### src/logic/cfg_pkg.sv
// Constants and types for the checkfield generator
package cfg_pkg;
  // ---------------------------------------------------------------
  // Sample codes
  // ---------------------------------------------------------------
  localparam logic [9:0] EQ_CHROMA   = 10'h300;
  localparam logic [9:0] EQ_LUMA     = 10'h198;
  localparam logic [9:0] PLL_CHROMA  = 10'h200;
  localparam logic [9:0] PLL_LUMA    = 10'h110;
  localparam logic [9:0] POL_LUMA    = 10'h190;
  localparam logic [9:0] POL_SWAPPED = 10'h200;
  // ---------------------------------------------------------------
  // Line and sample geometry
  // ---------------------------------------------------------------
  localparam logic [11:0] LAST_SAMPLE = 12'hEFF;
  localparam logic [11:0] POL_SAMPLE  = 12'h001;
  localparam int          ACT_1125I   = 1035;
  localparam int          ACT_1250I   = 1152;
  localparam int          ACT_CIF     = 1080;
  // Format codes
  localparam logic [1:0] FMT_1125I = 2'h0;
  localparam logic [1:0] FMT_1250I = 2'h1;
  localparam logic [1:0] FMT_CIFI  = 2'h2;
  localparam logic [1:0] FMT_CIFP  = 2'h3;
  // Per format: first line f1, first line f2, last line f1, last line f2,
  // equalizer end range low/high f1, low/high f2
  localparam logic [10:0] F1_FIRST [4] = '{11'd41, 11'd45, 11'd21, 11'd42};
  localparam logic [10:0] F2_FIRST [4] = '{11'd603, 11'd670, 11'd584, 11'd0};
  localparam logic [10:0] F1_LAST  [4] = '{11'd557, 11'd620, 11'd560, 11'd1121};
  localparam logic [10:0] F2_LAST  [4] = '{11'd1120, 11'd1245, 11'd1123, 11'd0};
  localparam logic [10:0] F1_EQ_LO [4] = '{11'd295, 11'd329, 11'd287, 11'd578};
  localparam logic [10:0] F1_EQ_HI [4] = '{11'd302, 11'd335, 11'd293, 11'd585};
  localparam logic [10:0] F2_EQ_LO [4] = '{11'd858, 11'd954, 11'd850, 11'd0};
  localparam logic [10:0] F2_EQ_HI [4] = '{11'd865, 11'd960, 11'd856, 11'd0};
  localparam logic [3:0]  EQ_SPAN  [4] = '{4'd7, 4'd6, 4'd6, 4'd7};
  // ---------------------------------------------------------------
  // Pattern region of the current line
  // ---------------------------------------------------------------
  typedef enum logic [2:0] {
    CFG_RG_BLANK = 3'b001,
    CFG_RG_EQ    = 3'b010,
    CFG_RG_PLL   = 3'b100
  } cfg_region_t;
  localparam int FIFO_DEPTH = 16;
endpackage

### src/logic/cfg_checkfield_gen.sv
// Checkfield generator: pattern substitution over the active picture
`timescale 1ns/1ps
// Functional notes
// Equalizer lines carry chroma 192.00 and luma 102.00.
// From the transition line to the last active line, chroma 128.00 and luma 68.00.
// Samples 0..3839 interleave Cb, Y, Cr, Y, giving 1920 luma samples.
// Pattern starts on the first active line of each field (41/603, 45/670, 21/584, 42).
// PLL pattern ends on the last active line (557/1120, 620/1245, 560/1123, 1121).
// Last equalizer line lies within the per-format range; PLL begins the line after.
// The chosen transition line is the same in every frame and field.
// Every other frame, sample 1 of the first active line becomes 100.00.
// Optional chroma/luma swap; then the polarity word is 128.00.
// Active picture is 1035, 1152 or 1080 lines depending on format.
// Equalizer codes are 300h chroma and 198h luma.
// PLL codes are 200h chroma and 110h luma.
// Polarity substitution turns luma 198h into 190h, one bit flipped.
// Words outside the active picture pass through unchanged.
// A frame-parity toggle advances once per frame and gates the polarity substitution.
module cfg_checkfield_gen #(
  parameter int WIDTH = 10,
  parameter int DEPTH = cfg_pkg::FIFO_DEPTH
) (
  input  wire logic             sys_clk,
  input  wire logic             rst_n,
  input  wire logic [1:0]       fmt,
  input  wire logic             swap_order,
  input  wire logic [3:0]       eq_offset,
  input  wire logic [10:0]      line_num,
  input  wire logic [11:0]      sample_num,
  input  wire logic             active,
  input  wire logic             frame_start,
  input  wire logic [WIDTH-1:0] in_word,
  input  wire logic             in_valid,
  output logic                  in_ready,
  output logic [WIDTH-1:0]      out_word,
  output logic                  out_valid,
  input  wire logic             out_ready
);
  // Line table and active heights must agree, or the pattern spills into blanking
  localparam int ACT_LINES [4] = '{cfg_pkg::ACT_1125I, cfg_pkg::ACT_1250I, cfg_pkg::ACT_CIF,
                                   cfg_pkg::ACT_CIF};
  initial
  begin
    if (WIDTH != 10) $error("cfg_checkfield_gen needs 10-bit words");
    for (int f = 0; f < 4; f++)
    begin
      if (int'(cfg_pkg::F1_LAST[f]) - int'(cfg_pkg::F1_FIRST[f]) + 1
          + ((f == 3) ? 0 : int'(cfg_pkg::F2_LAST[f]) - int'(cfg_pkg::F2_FIRST[f]) + 1)
          != ACT_LINES[f])
        $error("cfg_checkfield_gen line table disagrees with the active height");
      if (cfg_pkg::F1_EQ_HI[f] - cfg_pkg::F1_EQ_LO[f] != 11'(cfg_pkg::EQ_SPAN[f]))
        $error("cfg_checkfield_gen transition span disagrees with its range");
    end
  end

  // ---------------------------------------------------------------
  // Configuration latched per frame
  // ---------------------------------------------------------------
  // Latched only at frame start so the transition never moves mid-frame
  logic [1:0]  fmt_q;
  logic [1:0]  fmt_d;
  logic        swap_q;
  logic        swap_d;
  logic [3:0]  off_q;
  logic [3:0]  off_d;
  logic [3:0]  off_clip;

  always_comb
  begin
    off_clip = (eq_offset > cfg_pkg::EQ_SPAN[fmt]) ? cfg_pkg::EQ_SPAN[fmt] : eq_offset;
    fmt_d    = fmt_q;
    swap_d   = swap_q;
    off_d    = off_q;
    if (frame_start && in_valid && in_ready)
    begin
      fmt_d  = fmt;
      swap_d = swap_order;
      off_d  = off_clip;
    end
  end

  always_ff @(posedge sys_clk)
  begin
    if (!rst_n)
    begin
      fmt_q  <= cfg_pkg::FMT_CIFP;
      swap_q <= 1'b0;
      off_q  <= 4'h0;
    end
    else
    begin
      fmt_q  <= fmt_d;
      swap_q <= swap_d;
      off_q  <= off_d;
    end
  end

  // ---------------------------------------------------------------
  // Frame parity
  // ---------------------------------------------------------------
  logic pol_frame;
  logic take;
  assign take = in_valid && in_ready;

  cfg_frame_parity u_par (
    .sys_clk     (sys_clk),
    .rst_n       (rst_n),
    .frame_start (frame_start && take),
    .pol_frame   (pol_frame)
  );

  // ---------------------------------------------------------------
  // Region decode
  // ---------------------------------------------------------------
  cfg_pkg::cfg_region_t region;
  logic [10:0] eq_last1;
  logic [10:0] eq_last2;
  logic        interlaced;
  logic        first_line;

  always_comb
  begin
    interlaced = fmt_q != cfg_pkg::FMT_CIFP;
    eq_last1   = cfg_pkg::F1_EQ_LO[fmt_q] + 11'(off_q);
    eq_last2   = cfg_pkg::F2_EQ_LO[fmt_q] + 11'(off_q);
    first_line = line_num == cfg_pkg::F1_FIRST[fmt_q];
    region     = cfg_pkg::CFG_RG_BLANK;
    if (line_num >= cfg_pkg::F1_FIRST[fmt_q] && line_num <= cfg_pkg::F1_LAST[fmt_q])
      region = (line_num <= eq_last1) ? cfg_pkg::CFG_RG_EQ : cfg_pkg::CFG_RG_PLL;
    else if (interlaced && line_num >= cfg_pkg::F2_FIRST[fmt_q]
             && line_num <= cfg_pkg::F2_LAST[fmt_q])
      region = (line_num <= eq_last2) ? cfg_pkg::CFG_RG_EQ : cfg_pkg::CFG_RG_PLL;
  end

  // ---------------------------------------------------------------
  // Word substitution
  // ---------------------------------------------------------------
  logic [9:0] chroma_v;
  logic [9:0] luma_v;
  logic [9:0] gen_word;
  logic       is_luma;
  logic       in_pic;
  logic       pol_hit;

  always_comb
  begin
    is_luma  = sample_num[0];
    in_pic   = active && sample_num <= cfg_pkg::LAST_SAMPLE && region != cfg_pkg::CFG_RG_BLANK;
    pol_hit  = pol_frame && first_line && sample_num == cfg_pkg::POL_SAMPLE;
    chroma_v = (region == cfg_pkg::CFG_RG_PLL) ? cfg_pkg::PLL_CHROMA : cfg_pkg::EQ_CHROMA;
    luma_v   = (region == cfg_pkg::CFG_RG_PLL) ? cfg_pkg::PLL_LUMA : cfg_pkg::EQ_LUMA;
    if (swap_q)
      gen_word = is_luma ? chroma_v : luma_v;
    else
      gen_word = is_luma ? luma_v : chroma_v;
    if (pol_hit)
      gen_word = swap_q ? cfg_pkg::POL_SWAPPED : cfg_pkg::POL_LUMA;
    if (!in_pic)
      gen_word = in_word;
  end

  // ---------------------------------------------------------------
  // Output register and buffer
  // ---------------------------------------------------------------
  // Register stage keeps the decode path out of the FIFO write port
  logic [9:0] word_q;
  logic [9:0] word_d;
  logic       vld_q;
  logic       vld_d;
  logic       stg_ready;

  assign in_ready = !vld_q || stg_ready;

  always_comb
  begin
    word_d = word_q;
    vld_d  = vld_q && !stg_ready;
    if (take)
    begin
      word_d = gen_word;
      vld_d  = 1'b1;
    end
  end

  always_ff @(posedge sys_clk)
  begin
    if (!rst_n)
    begin
      word_q <= 10'h000;
      vld_q  <= 1'b0;
    end
    else
    begin
      word_q <= word_d;
      vld_q  <= vld_d;
    end
  end

  cfg_fifo #(
    .WIDTH (WIDTH),
    .DEPTH (DEPTH)
  ) u_fifo (
    .sys_clk   (sys_clk),
    .rst_n     (rst_n),
    .in_data   (word_q),
    .in_valid  (vld_q),
    .in_ready  (stg_ready),
    .out_data  (out_word),
    .out_valid (out_valid),
    .out_ready (out_ready)
  );

  // ---------------------------------------------------------------
  // Checks
  // ---------------------------------------------------------------
  property p_pass;
    @(posedge sys_clk) disable iff (!rst_n)
    take && !in_pic |=> word_q == $past(in_word);
  endproperty
  a_pass: assert property (p_pass) else $error("Blanking word altered");

  property p_eq_luma;
    @(posedge sys_clk) disable iff (!rst_n)
    take && in_pic && region == cfg_pkg::CFG_RG_EQ && is_luma && !swap_q && !pol_hit
      |=> word_q == 10'h198;
  endproperty
  a_eq_luma: assert property (p_eq_luma) else $error("Equalizer luma wrong");

  property p_eq_chroma;
    @(posedge sys_clk) disable iff (!rst_n)
    take && in_pic && region == cfg_pkg::CFG_RG_EQ && !is_luma && !swap_q |=> word_q == 10'h300;
  endproperty
  a_eq_chroma: assert property (p_eq_chroma) else $error("Equalizer chroma wrong");

  property p_pll;
    @(posedge sys_clk) disable iff (!rst_n)
    take && in_pic && region == cfg_pkg::CFG_RG_PLL && !swap_q
      |=> word_q == ($past(is_luma) ? 10'h110 : 10'h200);
  endproperty
  a_pll: assert property (p_pll) else $error("PLL word wrong");

  property p_pol;
    @(posedge sys_clk) disable iff (!rst_n)
    take && in_pic && pol_hit |=> word_q == ($past(swap_q) ? 10'h200 : 10'h190);
  endproperty
  a_pol: assert property (p_pol) else $error("Polarity word wrong");

  property p_after_last;
    @(posedge sys_clk) disable iff (!rst_n)
    line_num == cfg_pkg::F1_LAST[fmt_q] + 11'd1 && !interlaced |-> region == cfg_pkg::CFG_RG_BLANK;
  endproperty
  a_after_last: assert property (p_after_last) else $error("Pattern past last line");

  property p_trans;
    @(posedge sys_clk) disable iff (!rst_n)
    region == cfg_pkg::CFG_RG_PLL
      |-> (line_num > cfg_pkg::F1_EQ_LO[fmt_q] && line_num <= cfg_pkg::F1_LAST[fmt_q])
          || (interlaced && line_num > cfg_pkg::F2_EQ_LO[fmt_q]);
  endproperty
  a_trans: assert property (p_trans) else $error("PLL before range");

  property p_eq_range;
    @(posedge sys_clk) disable iff (!rst_n)
    region == cfg_pkg::CFG_RG_EQ
      |-> line_num <= cfg_pkg::F1_EQ_HI[fmt_q]
          || (interlaced && line_num >= cfg_pkg::F2_FIRST[fmt_q]
              && line_num <= cfg_pkg::F2_EQ_HI[fmt_q]);
  endproperty
  a_eq_range: assert property (p_eq_range) else $error("Equalizer past range");

  property p_stable;
    @(posedge sys_clk) disable iff (!rst_n)
    !(frame_start && take) |=> off_q == $past(off_q) && fmt_q == $past(fmt_q);
  endproperty
  a_stable: assert property (p_stable) else $error("Transition moved mid-frame");

  property p_swap;
    @(posedge sys_clk) disable iff (!rst_n)
    take && in_pic && swap_q && !pol_hit && is_luma && region == cfg_pkg::CFG_RG_EQ
      |=> word_q == 10'h300;
  endproperty
  a_swap: assert property (p_swap) else $error("Swapped order wrong");

  property p_swap_pll;
    @(posedge sys_clk) disable iff (!rst_n)
    take && in_pic && swap_q && region == cfg_pkg::CFG_RG_PLL
      |=> word_q == ($past(is_luma) ? 10'h200 : 10'h110);
  endproperty
  a_swap_pll: assert property (p_swap_pll) else $error("Swapped PLL word wrong");

  property p_tail;
    @(posedge sys_clk) disable iff (!rst_n)
    take && sample_num > cfg_pkg::LAST_SAMPLE |=> word_q == $past(in_word);
  endproperty
  a_tail: assert property (p_tail) else $error("Sample past line end altered");

  property p_pol_off;
    @(posedge sys_clk) disable iff (!rst_n)
    take && in_pic && first_line && sample_num == cfg_pkg::POL_SAMPLE && !pol_frame && !swap_q
      |=> word_q == 10'h198;
  endproperty
  a_pol_off: assert property (p_pol_off) else $error("Polarity word in wrong frame");

  c_pol: cover property (@(posedge sys_clk) take && in_pic && pol_hit);
  c_pll: cover property (@(posedge sys_clk) take && in_pic && region == cfg_pkg::CFG_RG_PLL);
  c_full: cover property (@(posedge sys_clk) !stg_ready);
  c_pol_swap: cover property (@(posedge sys_clk) take && in_pic && pol_hit && swap_q);
  c_field2: cover property (@(posedge sys_clk) take && in_pic && line_num >= cfg_pkg::F2_FIRST[fmt_q]
                            && interlaced);
endmodule

### src/logic/cfg_fifo.sv
// Synchronous FIFO with valid/ready on both sides
`timescale 1ns/1ps
module cfg_fifo #(
  parameter int WIDTH = 10,
  parameter int DEPTH = 16
) (
  input  wire logic             sys_clk,
  input  wire logic             rst_n,
  input  wire logic [WIDTH-1:0] in_data,
  input  wire logic             in_valid,
  output logic                  in_ready,
  output logic [WIDTH-1:0]      out_data,
  output logic                  out_valid,
  input  wire logic             out_ready
);
  localparam int AW = $clog2(DEPTH);
  initial
  begin
    if (DEPTH < 2 || (1 << AW) != DEPTH) $error("cfg_fifo depth must be a power of two");
  end
  logic [WIDTH-1:0] mem [DEPTH];
  logic [AW:0]      wr_q;
  logic [AW:0]      wr_d;
  logic [AW:0]      rd_q;
  logic [AW:0]      rd_d;
  logic             push;
  logic             pop;

  assign in_ready  = (wr_q - rd_q) != (AW+1)'(DEPTH);
  assign out_valid = wr_q != rd_q;
  assign out_data  = mem[rd_q[AW-1:0]];
  assign push      = in_valid && in_ready;
  assign pop       = out_valid && out_ready;

  always_comb
  begin
    wr_d = wr_q + (AW+1)'(push);
    rd_d = rd_q + (AW+1)'(pop);
  end

  always_ff @(posedge sys_clk)
  begin
    if (!rst_n)
    begin
      wr_q <= '0;
      rd_q <= '0;
    end
    else
    begin
      wr_q <= wr_d;
      rd_q <= rd_d;
    end
    if (push) mem[wr_q[AW-1:0]] <= in_data;
  end
endmodule

### src/logic/cfg_frame_parity.sv
// Frame parity toggle for the polarity control word
`timescale 1ns/1ps
module cfg_frame_parity (
  input  wire logic sys_clk,
  input  wire logic rst_n,
  input  wire logic frame_start,
  output logic      pol_frame
);
  logic par_q;
  logic par_d;

  always_comb
  begin
    par_d = frame_start ? !par_q : par_q;
  end

  always_ff @(posedge sys_clk)
  begin
    if (!rst_n) par_q <= 1'b0;
    else par_q <= par_d;
  end

  assign pol_frame = par_q;

  property p_toggle;
    @(posedge sys_clk) disable iff (!rst_n)
    frame_start |=> pol_frame != $past(pol_frame);
  endproperty
  a_toggle: assert property (p_toggle) else $error("Parity did not toggle");
endmodule

### config.mk
export PLATFORM = sky130hd
export DESIGN_NAME = cfg_checkfield_gen
export DESIGN_NICKNAME = d
export VERILOG_FILES = /design/src/logic/cfg_pkg.sv /design/src/logic/cfg_checkfield_gen.sv /design/src/logic/cfg_fifo.sv /design/src/logic/cfg_frame_parity.sv
export SDC_FILE = /design/constraint.sdc
export NUM_CORES = 1
export LEC_CHECK = 0
export BUFFER_PORTS_ARGS = -buffer_cell sky130_fd_sc_hd__buf_4
export CAP_MARGIN = 15
export CORE_MARGIN = 10
export CORE_UTILIZATION = 25
export DETAILED_ROUTE_END_ITERATION = 10
export SLEW_MARGIN = 20
export SYNTH_ARGS = -nofsm -noshare
export SYNTH_HDL_FRONTEND = slang
export SYNTH_HIERARCHICAL = 1
export SYNTH_SLANG_ARGS = --single-unit
### constraint.sdc
create_clock -name sys_clk -period 4.97 [get_ports sys_clk]
set_clock_uncertainty 0.1 [all_clocks]
set_input_delay 0.497 -clock sys_clk [delete_from_list [all_inputs] [get_ports sys_clk]]
set_output_delay 0.497 -clock sys_clk [all_outputs]
set_load 0.01 [all_outputs]
==> results of run 1 <==
through the flow:
step	total power [uW]	hold WS (ns)
final	3930	0.228
after global routing	4130	0.225
after CTS	3990	0.207
after detailed placement	2680	0.448
after global placement	2670	0.451
after floorplan	2400	0.392
worst max-delay path: stages, from the launching register on:
cell and delay, ns:
dfxtp_1 0.51, inv_1 0.20, ha_1 0.30, nor2_1 0.36, inv_1 0.10, ha_1 0.34
a21oi_1 0.10, a21boi_0 0.28, nand3_1 0.12, ha_1 0.20, a21o_1 0.17, a211oi_1 0.32
o211ai_1 0.14, o31ai_1 0.26, o21ai_0 0.15, a211oi_1 0.32, o221a_2 0.24
power by group through the flow:
stage	Combinational [uW]	Clock [uW]	Sequential [uW]
2_1_floorplan	563	0	1840
6_report	793	1300	1840
3_5_place_dp	810	0	1870
5_1_grt	875	1410	1850
3_3_place_gp	805	0	1870
4_1_cts	812	1340	1840
kinds of logic (layout without fill, tap and decap cells):
family | after synthesis | in the layout | share of synthesized area (%)
flops | 189 | 189 | 57.9
simple gates | 135 | 135 | 8.30
compound gates | 83 | 83 | 6.27
fa+ha+maj | 69 | 69 | 9.36
mux | 54 | 54 | 13.8
buf+inv | 42 | 132 | 2.37
xor+xnor | 21 | 21 | 1.98
path summary, 6_finish.rpt:
check                start         to  slack [ns]
setup / recovery  fmt_q[1]  word_q[3]        0.69
hold / removal      fmt[0]   fmt_q[0]        0.23
setup reg to reg  fmt_q[1]  word_q[3]        0.69
hold reg to reg   off_q[3]   off_q[3]        0.45
cell type report:
class | count | area, um^2
Clock inverter | 12 | 131
Clock buffer | 18 | 429
Multi-Input combinational cell | 362 | 3890
Tap cell | 468 | 586
Fill cell | 3580 | 25600
Timing Repair Buffer | 78 | 586
Inverter | 24 | 90.1
Sequential cell | 189 | 5390
cells in the mapped netlist (2+ instances only):
library cell	n	area share (%)
mux4_2	19	4.6
nor4b_1	5	0.47
mux4_1	31	8.8
clkbuf_1	8	0.32
nand4b_1	4	0.38
buf_1	2	0.081
o21ai_0	14	0.75
nor3_1	5	0.27
nor2b_1	8	0.54
inv_1	21	0.85
and3_1	3	0.20
clkinv_1	2	0.081
ha_1	68	9.1
a211oi_1	4	0.32
nor3b_1	3	0.24
or3_1	2	0.13
o31a_1	2	0.19
buf_6	6	0.73
a21o_1	7	0.56
and4b_1	2	0.22
nand4_1	6	0.40
o21a_1	3	0.24
nor2_1	11	0.44
a31oi_1	4	0.27
a21boi_0	9	0.73
o211ai_1	9	0.73
mux2i_1	3	0.32
dfxtp_1	29	6.2
edfxtp_1	160	52
xor2_1	6	0.56
nor4_1	15	1.0
nand3_1	17	0.91
and2_1	14	0.94
a21oi_1	14	0.75
nand2b_1	7	0.47
xnor2_1	15	1.4
nand2_1	27	1.1
registers in the layout (all words and copies together) (netlist names), 2 cells and up:
name	count
fmt_q	2
off_q	4
u_fifo/mem	160
u_fifo/rd_q	5
u_fifo/wr_q	5
word_q	10
layer usage:
metal	up-vias	wire length (um)	track usage [%]
met5	-	0	0
met4	0	197	2.56
met3	8	1660	2.40
met2	147	10500	16.1
met1	2643	9570	13.0
li1	2575	-	-
==> out/summary.txt, run 1 <==
commonest non-fill, non-tap cell in the layout -> edfxtp_1
FFs w/ async S/R, synth -> 0%
Antenna Cells -> 0
Syn Area/Cell -> 15.7 um^2
fraction of layout cells with a size suffix above 1 -> 22.7%
synth unique cells -> 65
largest net degree at the start of global routing -> 43
Iteration-0 DRC Markers -> 331
Finished Cell Area -> 11100 um^2
area grow syn2layout -> 19.3%
final worst slack -> 0.690 ns
Ports -> 58
initial antenna violation count -> 0
post-layout util -> 30.2%
Core ar. -> 36700 um^2
chip width -> 213 um
ys flop type -> edfxtp_1
post-CTS setup repair buffer count -> 0
number of synthesized register bits -> 189
CTS clk-pin slew, worst paths -> 0.07 ns
sequential area share after synthesis -> 57.9%
initial core utilization -> 25.3%
worst ir drop on vdd -> 0.247 mV
fin crit period -> 4.28 ns
CTS Hold Bufs -> 0
die height -> 213 um
Post-Layout Cell Count -> 1151
Max-slew headroom -> 34.3%
commonest non-fill, non-tap cells in the layout -> 160 x edfxtp_1, 78 x buf_4, 68 x ha_1
CTS Buf Count -> 17
CP Data Arrival Time -> 4.55 ns
leakage power -> 0.00392 uW
number of synthesized flops with an enable pin -> 160
CTS tree -> done
Hold Fails Final Rpt -> 0
Post-DP Area -> 10500 um^2
count of pins over their slew limit -> 0
final net count -> 787
Flop pwr share -> 46.7%
DIE AREA -> 45300 um^2
Worst Path Max Fanout -> 8
CTS H-tree lvls -> 4
type of destination of the critical path -> flop
Max-cap violations -> 0
Internal -> 2860 uW
Hold Path Class -> in2reg
final WL -> 21900 um
P per Cell Area -> 354 nW/um^2
sw frac -> 27.1%
row cnt -> 70
hold depth -> 3
Clock Sinks -> 189
status -> completed
Setup CP Type -> reg2reg
Tightest Pin Transition -> 0.979 ns
post-CTS sizing -> 0
part of the power in combinational logic -> 20.2%
gate count of the mapped netlist -> 593
placed insts -> 1121
vias per cell -> 4.67
Critical Path Start Type -> flop
synthesized area -> 9300 um^2
PortBufs -> 57
Clock Path Buffers -> 2
Residual DRC -> 0
gr usage total -> 9.91%
# setup viols final -> 0
Sw Pwr -> 1070 uW
root buf cell -> clkbuf_16
Post-DP HPWL -> 15300 um
Via Count -> 5373
Clk pwr share -> 33.1%
post-route ant nets -> 0
fin crit share -> 86.1%
Overflow after GRT -> 0
drt pass-1 iters -> 4
vias in the first global route -> 5630
yosys warns -> 6
pre-CTS setup slack -> 0.750 ns
Reg2Reg Depth -> 16
setup TNS -> 0 ns
Mapped Nets -> 708
clk_lat worst skew -> 0.42 ns
fmax -> 0.234 GHz
RSZ-0062 raised after global routing -> no
global-route wire length before repair -> 33900 um
WL per Instance -> 19.0 um
required time worst endpoint -> 5.24 ns
gp weighted congestion -> 0.831
(Power assumes the default switching activity.)
==> run 2: changes to the inputs <==
- SLEW_MARGIN: 20 -> 25
- TNS_END_PERCENT: unset -> 10
- clock period: 4.97 -> 5.2 ns (I/O delays scaled with it)
==> run 2 against run 1 <==
  * Final area is essentially flat
  * Non-clock buffer count shrank 8
  * Count of clock-buffer cells in the layout shrank 1
  * Wire length is essentially flat
  * Combinational power shrank 7.7%
  * Largest cell class unchanged
==> out/summary.txt, run 2 (synthesis results as in run 1) <==
Post-Layout Cell Count -> 1145 (-0.52%)
commonest non-fill, non-tap cell in the layout -> edfxtp_1
pre-CTS setup slack -> 1.03 ns (+0.278 ns)
fraction of layout cells with a size suffix above 1 -> 21.9% (-0.83 points)
initial antenna violation count -> 1 (+1)
required time worst endpoint -> 5.48 ns (+0.24 ns)
CTS Buf Count -> 17 (unchanged)
Max-slew headroom -> 30.6% (-3.6 points)
Max-cap violations -> 0 (unchanged)
area grow syn2layout -> 19.2% (about the same)
Sw Pwr -> 1110 uW (+3.8%)
part of the power in combinational logic -> 19.1% (-1.1 points)
row cnt -> 70 (unchanged)
count of pins over their slew limit -> 0 (unchanged)
fmax -> 0.235 GHz (+0.63%)
final WL -> 21900 um (about the same)
Clock Sinks -> 189 (unchanged)
Setup CP Type -> reg2reg
CTS H-tree lvls -> 4 (unchanged)
final net count -> 779 (-1.0%)
Antenna Cells -> 0 (unchanged)
global-route wire length before repair -> 33400 um (-1.3%)
root buf cell -> clkbuf_16
post-CTS setup repair buffer count -> 0 (unchanged)
gp weighted congestion -> 0.815 (-1.9%)
hold depth -> 3 (unchanged)
Critical Path Start Type -> flop
Residual DRC -> 0 (unchanged)
Hold Path Class -> in2reg
P per Cell Area -> 346 nW/um^2 (-2.3%)
final worst slack -> 0.947 ns (+0.257 ns)
# setup viols final -> 0 (unchanged)
setup TNS -> 0 ns (unchanged)
Via Count -> 5409 (+0.67%)
Reg2Reg Depth -> 16 (unchanged)
vias per cell -> 4.72 (+1.2%)
gr usage total -> 9.79% (-0.12 points)
CTS clk-pin slew, worst paths -> 0.08 ns (about the same)
CTS tree -> done
Flop pwr share -> 46.4% (-0.3 points)
die height -> 213 um (unchanged)
chip width -> 213 um (unchanged)
commonest non-fill, non-tap cells in the layout -> 160 x edfxtp_1, 70 x buf_4, 68 x ha_1
fin crit period -> 4.25 ns (-0.0266 ns)
Hold Fails Final Rpt -> 0 (unchanged)
Overflow after GRT -> 0 (unchanged)
Post-DP HPWL -> 15100 um (-1.0%)
Clock Path Buffers -> 2 (unchanged)
clk_lat worst skew -> 0.44 ns (+0.02 ns)
drt pass-1 iters -> 5 (+1)
placed insts -> 1113 (-0.71%)
sw frac -> 28.8% (+1.7 points)
post-route ant nets -> 0 (unchanged)
CTS Hold Bufs -> 0 (unchanged)
post-CTS sizing -> 0 (unchanged)
type of destination of the critical path -> flop
Worst Path Max Fanout -> 8 (unchanged)
RSZ-0062 raised after global routing -> no
Clk pwr share -> 34.5% (+1.4 points)
Largest register FFs -> 160 (unchanged)
initial core utilization -> 25.3% (unchanged)
status -> completed
PortBufs -> 57 (unchanged)
Internal -> 2730 uW (-4.6%)
Iteration-0 DRC Markers -> 380 (+15%)
WL per Instance -> 19.1 um (+0.43%)
fin crit share -> 81.8% (-4.3 points)
largest net degree at the start of global routing -> 43 (unchanged)
Tightest Pin Transition -> 1.03 ns (+0.0542 ns)
post-layout util -> 30.2% (about the same)
Ports -> 58 (unchanged)
vias in the first global route -> 5509 (-2.1%)
DIE AREA -> 45300 um^2 (unchanged)
leakage power -> 0.00391 uW (-0.17%)
hold_ws -> 0.231 ns (+0.00299 ns)
CP Data Arrival Time -> 4.53 ns (-0.02 ns)
Core ar. -> 36700 um^2 (unchanged)
worst ir drop on vdd -> 0.241 mV (-2.5%)
-- run 2: final cells by class --
| cell class | instances | area (um^2) |
|---|---|---|
| sequential | 189 | 5390 |
| clock buffer | 17 | 425 |
| tap | 468 | 586 |
| clock inverter | 15 | 194 |
| timing repair buffer | 70 | 526 |
| multi-input combinational | 362 | 3880 |
| inverter | 24 | 90.1 |
| fill | 3565 | 25600 |
-- run 2: through the flow --
step,total power (uW),cell area [um^2]
2_1_floorplan,2300,9300
3_3_place_gp,2550,10500
3_5_place_dp,2560,10500
4_1_cts,3880,11100
5_1_grt,4010,11100
6_report,3840,11100
-- run 2: power groups by stage --
stage	Sequential (uW)	Combinational [uW]	Clock, uW
2_1_floorplan	1760	538	0
3_3_place_gp	1820	737	0
3_5_place_dp	1820	743	0
4_1_cts	1780	747	1350
5_1_grt	1790	801	1420
6_report	1780	732	1320
-- run 2: critical path: stages (launching register included) --
cell and delay, ns:
dfxtp_1 0.49, inv_1 0.19, ha_1 0.30, nor2_1 0.35, inv_1 0.08, ha_1 0.33, a21oi_1 0.10, a21boi_0 0.30
nand3_1 0.13, ha_1 0.20, a21o_1 0.17, a211oi_1 0.31, o211ai_1 0.14, o31ai_1 0.29, o21ai_0 0.16, a211oi_1 0.30
o221a_2 0.23
-- run 2: layer usage --
layer / GRT usage, % / up-vias / wire (um)
li1: - / 2555 / -
met1: 12.8 / 2701 / 9880
met2: 15.8 / 129 / 10500
met3: 2.52 / 22 / 1230
met4: 2.49 / 2 / 275
met5: 0 / - / 13
-- run 2: worst paths after layout --
kind / start / to / slack [ns]
worst min register to register: off_q[3] / off_q[3] / 0.47
worst max register to register: fmt_q[1] / word_q[3] / 0.95
worst max-delay path: fmt_q[1] / word_q[3] / 0.95
worst min-delay path: fmt[0] / fmt_q[0] / 0.23
==> run 3: changes to the inputs <==
- clock period: 5.2 -> 3.95 ns (I/O delays scaled with it)
==> run 3 against run 2 <==
  * Fmax up 18%
  * Die area stayed put
  * Non-clock buffer count increased by 15
  * Critical path depth decreased by 2
  * Worst setup slack lost 0.59 ns
  * Via count about the same
  * Clock power is 34% higher
  * Wire length fell by 0.37%
==> out/summary.txt, run 3 (synthesis results as in run 1) <==
Antenna Cells -> 0 (unchanged)
Worst Path Max Fanout -> 6 (-2)
clk_lat worst skew -> 0.43 ns (about the same)
final net count -> 794 (+1.9%)
hold depth -> 3 (unchanged)
P per Cell Area -> 455 nW/um^2 (+31%)
Clk pwr share -> 34.8% (+0.3 points)
Clock Path Buffers -> 2 (unchanged)
Internal -> 3610 uW (+32%)
Max-cap violations -> 0 (unchanged)
DIE AREA -> 45300 um^2 (unchanged)
global-route wire length before repair -> 33800 um (+1.3%)
part of the power in combinational logic -> 19.9% (+0.8 points)
final WL -> 21800 um (-0.37%)
initial core utilization -> 25.3% (unchanged)
slack of the worst reg-to-reg path -> 0.36 ns (-0.59 ns)
sw frac -> 28.9% (+0.11 points)
post-layout util -> 30.5% (+0.25 points)
CTS H-tree lvls -> 4 (unchanged)
Clock Sinks -> 189 (unchanged)
Via Count -> 5405 (-0.074%)
vias in the first global route -> 5656 (+2.7%)
CTS clk-pin slew, worst paths -> 0.07 ns (about the same)
root buf cell -> clkbuf_16
Hold Path End -> fmt_q[0]
Flop pwr share -> 45.2% (-1.2 points)
PortBufs -> 57 (unchanged)
drt pass-1 iters -> 4 (-1)
Iteration-0 DRC Markers -> 325 (-14%)
count of pins over their slew limit -> 0 (unchanged)
fraction of layout cells with a size suffix above 1 -> 23.7% (+1.8 points)
type of destination of the critical path -> flop
largest net degree at the start of global routing -> 43 (unchanged)
row cnt -> 70 (unchanged)
Critical Path Start Type -> flop
area grow syn2layout -> 20.2%
worst ir drop on vdd -> 0.329 mV (+36%)
gr usage total -> 9.95% (+0.16 points)
leakage power -> 0.00399 uW (+2.0%)
required time worst endpoint -> 4.23 ns (-1.25 ns)
commonest non-fill, non-tap cell in the layout -> edfxtp_1
Reg-to-Reg End -> word_q[3]
fin crit period -> 3.59 ns (-0.663 ns)
Total Power -> 5090 uW (+32%)
Hold Fails Final Rpt -> 0 (unchanged)
WL per Instance -> 18.8 um (-1.7%)
post-CTS setup repair buffer count -> 0 (unchanged)
post-CTS sizing -> 0 (unchanged)
final worst slack -> 0.360 ns (-0.587 ns)
worst r2r src -> fmt_q[0]
Hold Startpoint -> fmt[0]
Hold Path Class -> in2reg
Sw Pwr -> 1470 uW (+33%)
commonest non-fill, non-tap cells in the layout -> 160 x edfxtp_1, 85 x buf_4, 68 x ha_1
die height -> 213 um (unchanged)
gp weighted congestion -> 0.814 (-0.20%)
Core ar. -> 36700 um^2 (unchanged)
vias per cell -> 4.66 (-1.4%)
Tightest Pin Transition -> 0.754 ns (-0.279 ns)
Max-slew headroom -> 49.7% (+19 points)
CTS tree -> done
# setup viols final -> 0 (unchanged)
Post-DP HPWL -> 14900 um (-1.2%)
Residual DRC -> 0 (unchanged)
CP Data Arrival Time -> 3.87 ns (-0.66 ns)
hold_ws -> 0.115 ns (-0.116 ns)
Largest register FFs -> 160 (unchanged)
RSZ-0062 raised after global routing -> no
pre-CTS setup slack -> 0.255 ns (-0.773 ns)
status -> completed
CTS Hold Bufs -> 0 (unchanged)
chip width -> 213 um (unchanged)
Reg2Reg Depth -> 14 (-2)
fin crit share -> 90.9% (+9.1 points)
Ports -> 58 (unchanged)
post-route ant nets -> 0 (unchanged)
fmax -> 0.279 GHz (+18%)
Overflow after GRT -> 0 (unchanged)
initial antenna violation count -> 0 (-1)
CTS Buf Count -> 17 (unchanged)
setup TNS -> 0 ns (unchanged)
Setup CP Type -> reg2reg
==> run 3: cell count changes in the layout (fill, tap and decap cells not counted), sizes merged <==
cell | previous run | this run
buf | 70 | 85
==> run 3: power by group through the flow <==
stage | combinational [uW] | sequential, uW | clock [uW]
finish | 1010 | 2300 | 1770
global route | 1120 | 2310 | 1910
CTS | 1030 | 2300 | 1810
detailed placement | 1030 | 2350 | 0
global placement | 1020 | 2340 | 0
floorplan | 708 | 2320 | 0
==> run 3: worst max-delay path by stage <==
| stage | from | slack (ns) | endpoint |
|---|---|---|---|
| detailed placement | fmt_q[0] | 0.26 | word_q[3] |
| finish | fmt_q[0] | 0.36 | word_q[3] |
| floorplan | fmt_q[1] | 0.35 | word_q[3] |
| global placement | fmt_q[0] | 0.32 | word_q[3] |
| global route | fmt_q[0] | 0.07 | word_q[3] |
| CTS | fmt_q[0] | 0.23 | word_q[3] |
==> run 3: area by class of cell <==
type	instances	area [um^2]
repair buffers	85	638
fillers	3581	25500
inverters	24	90.1
flip-flops and latches	189	5390
clock buffers	17	425
well taps	468	586
clock inverters	15	206
multi-input cells	362	3850
==> run 3: worst max-delay path: stages (launching register included) <==
cell and delay (ns):
dfxtp_2 0.36, ha_1 0.21, inv_1 0.10, buf_4 0.16, ha_1 0.18, a31oi_1 0.11, nand2b_1 0.18, or4_1 0.41
ha_1 0.32, a21oi_1 0.15, o21ai_0 0.12, a2111oi_0 0.36, o211ai_1 0.20, a211oi_1 0.33, o221a_2 0.23
==> run 3: stage by stage <==
step           instances  cell area [um^2]
6_report            1160             11200
5_1_grt             1160             11200
4_1_cts             1160             11200
3_5_place_dp        1128             10500
3_3_place_gp        1128             10500
2_1_floorplan        593              9300
==> run 3: per-layer routing <==
metal	track usage [%]	up-vias	routed length (um)
met5	0	-	0
met4	2.41	0	227
met3	2.11	19	789
met2	16.4	92	10600
met1	13.0	2716	10200
li1	-	2578	-
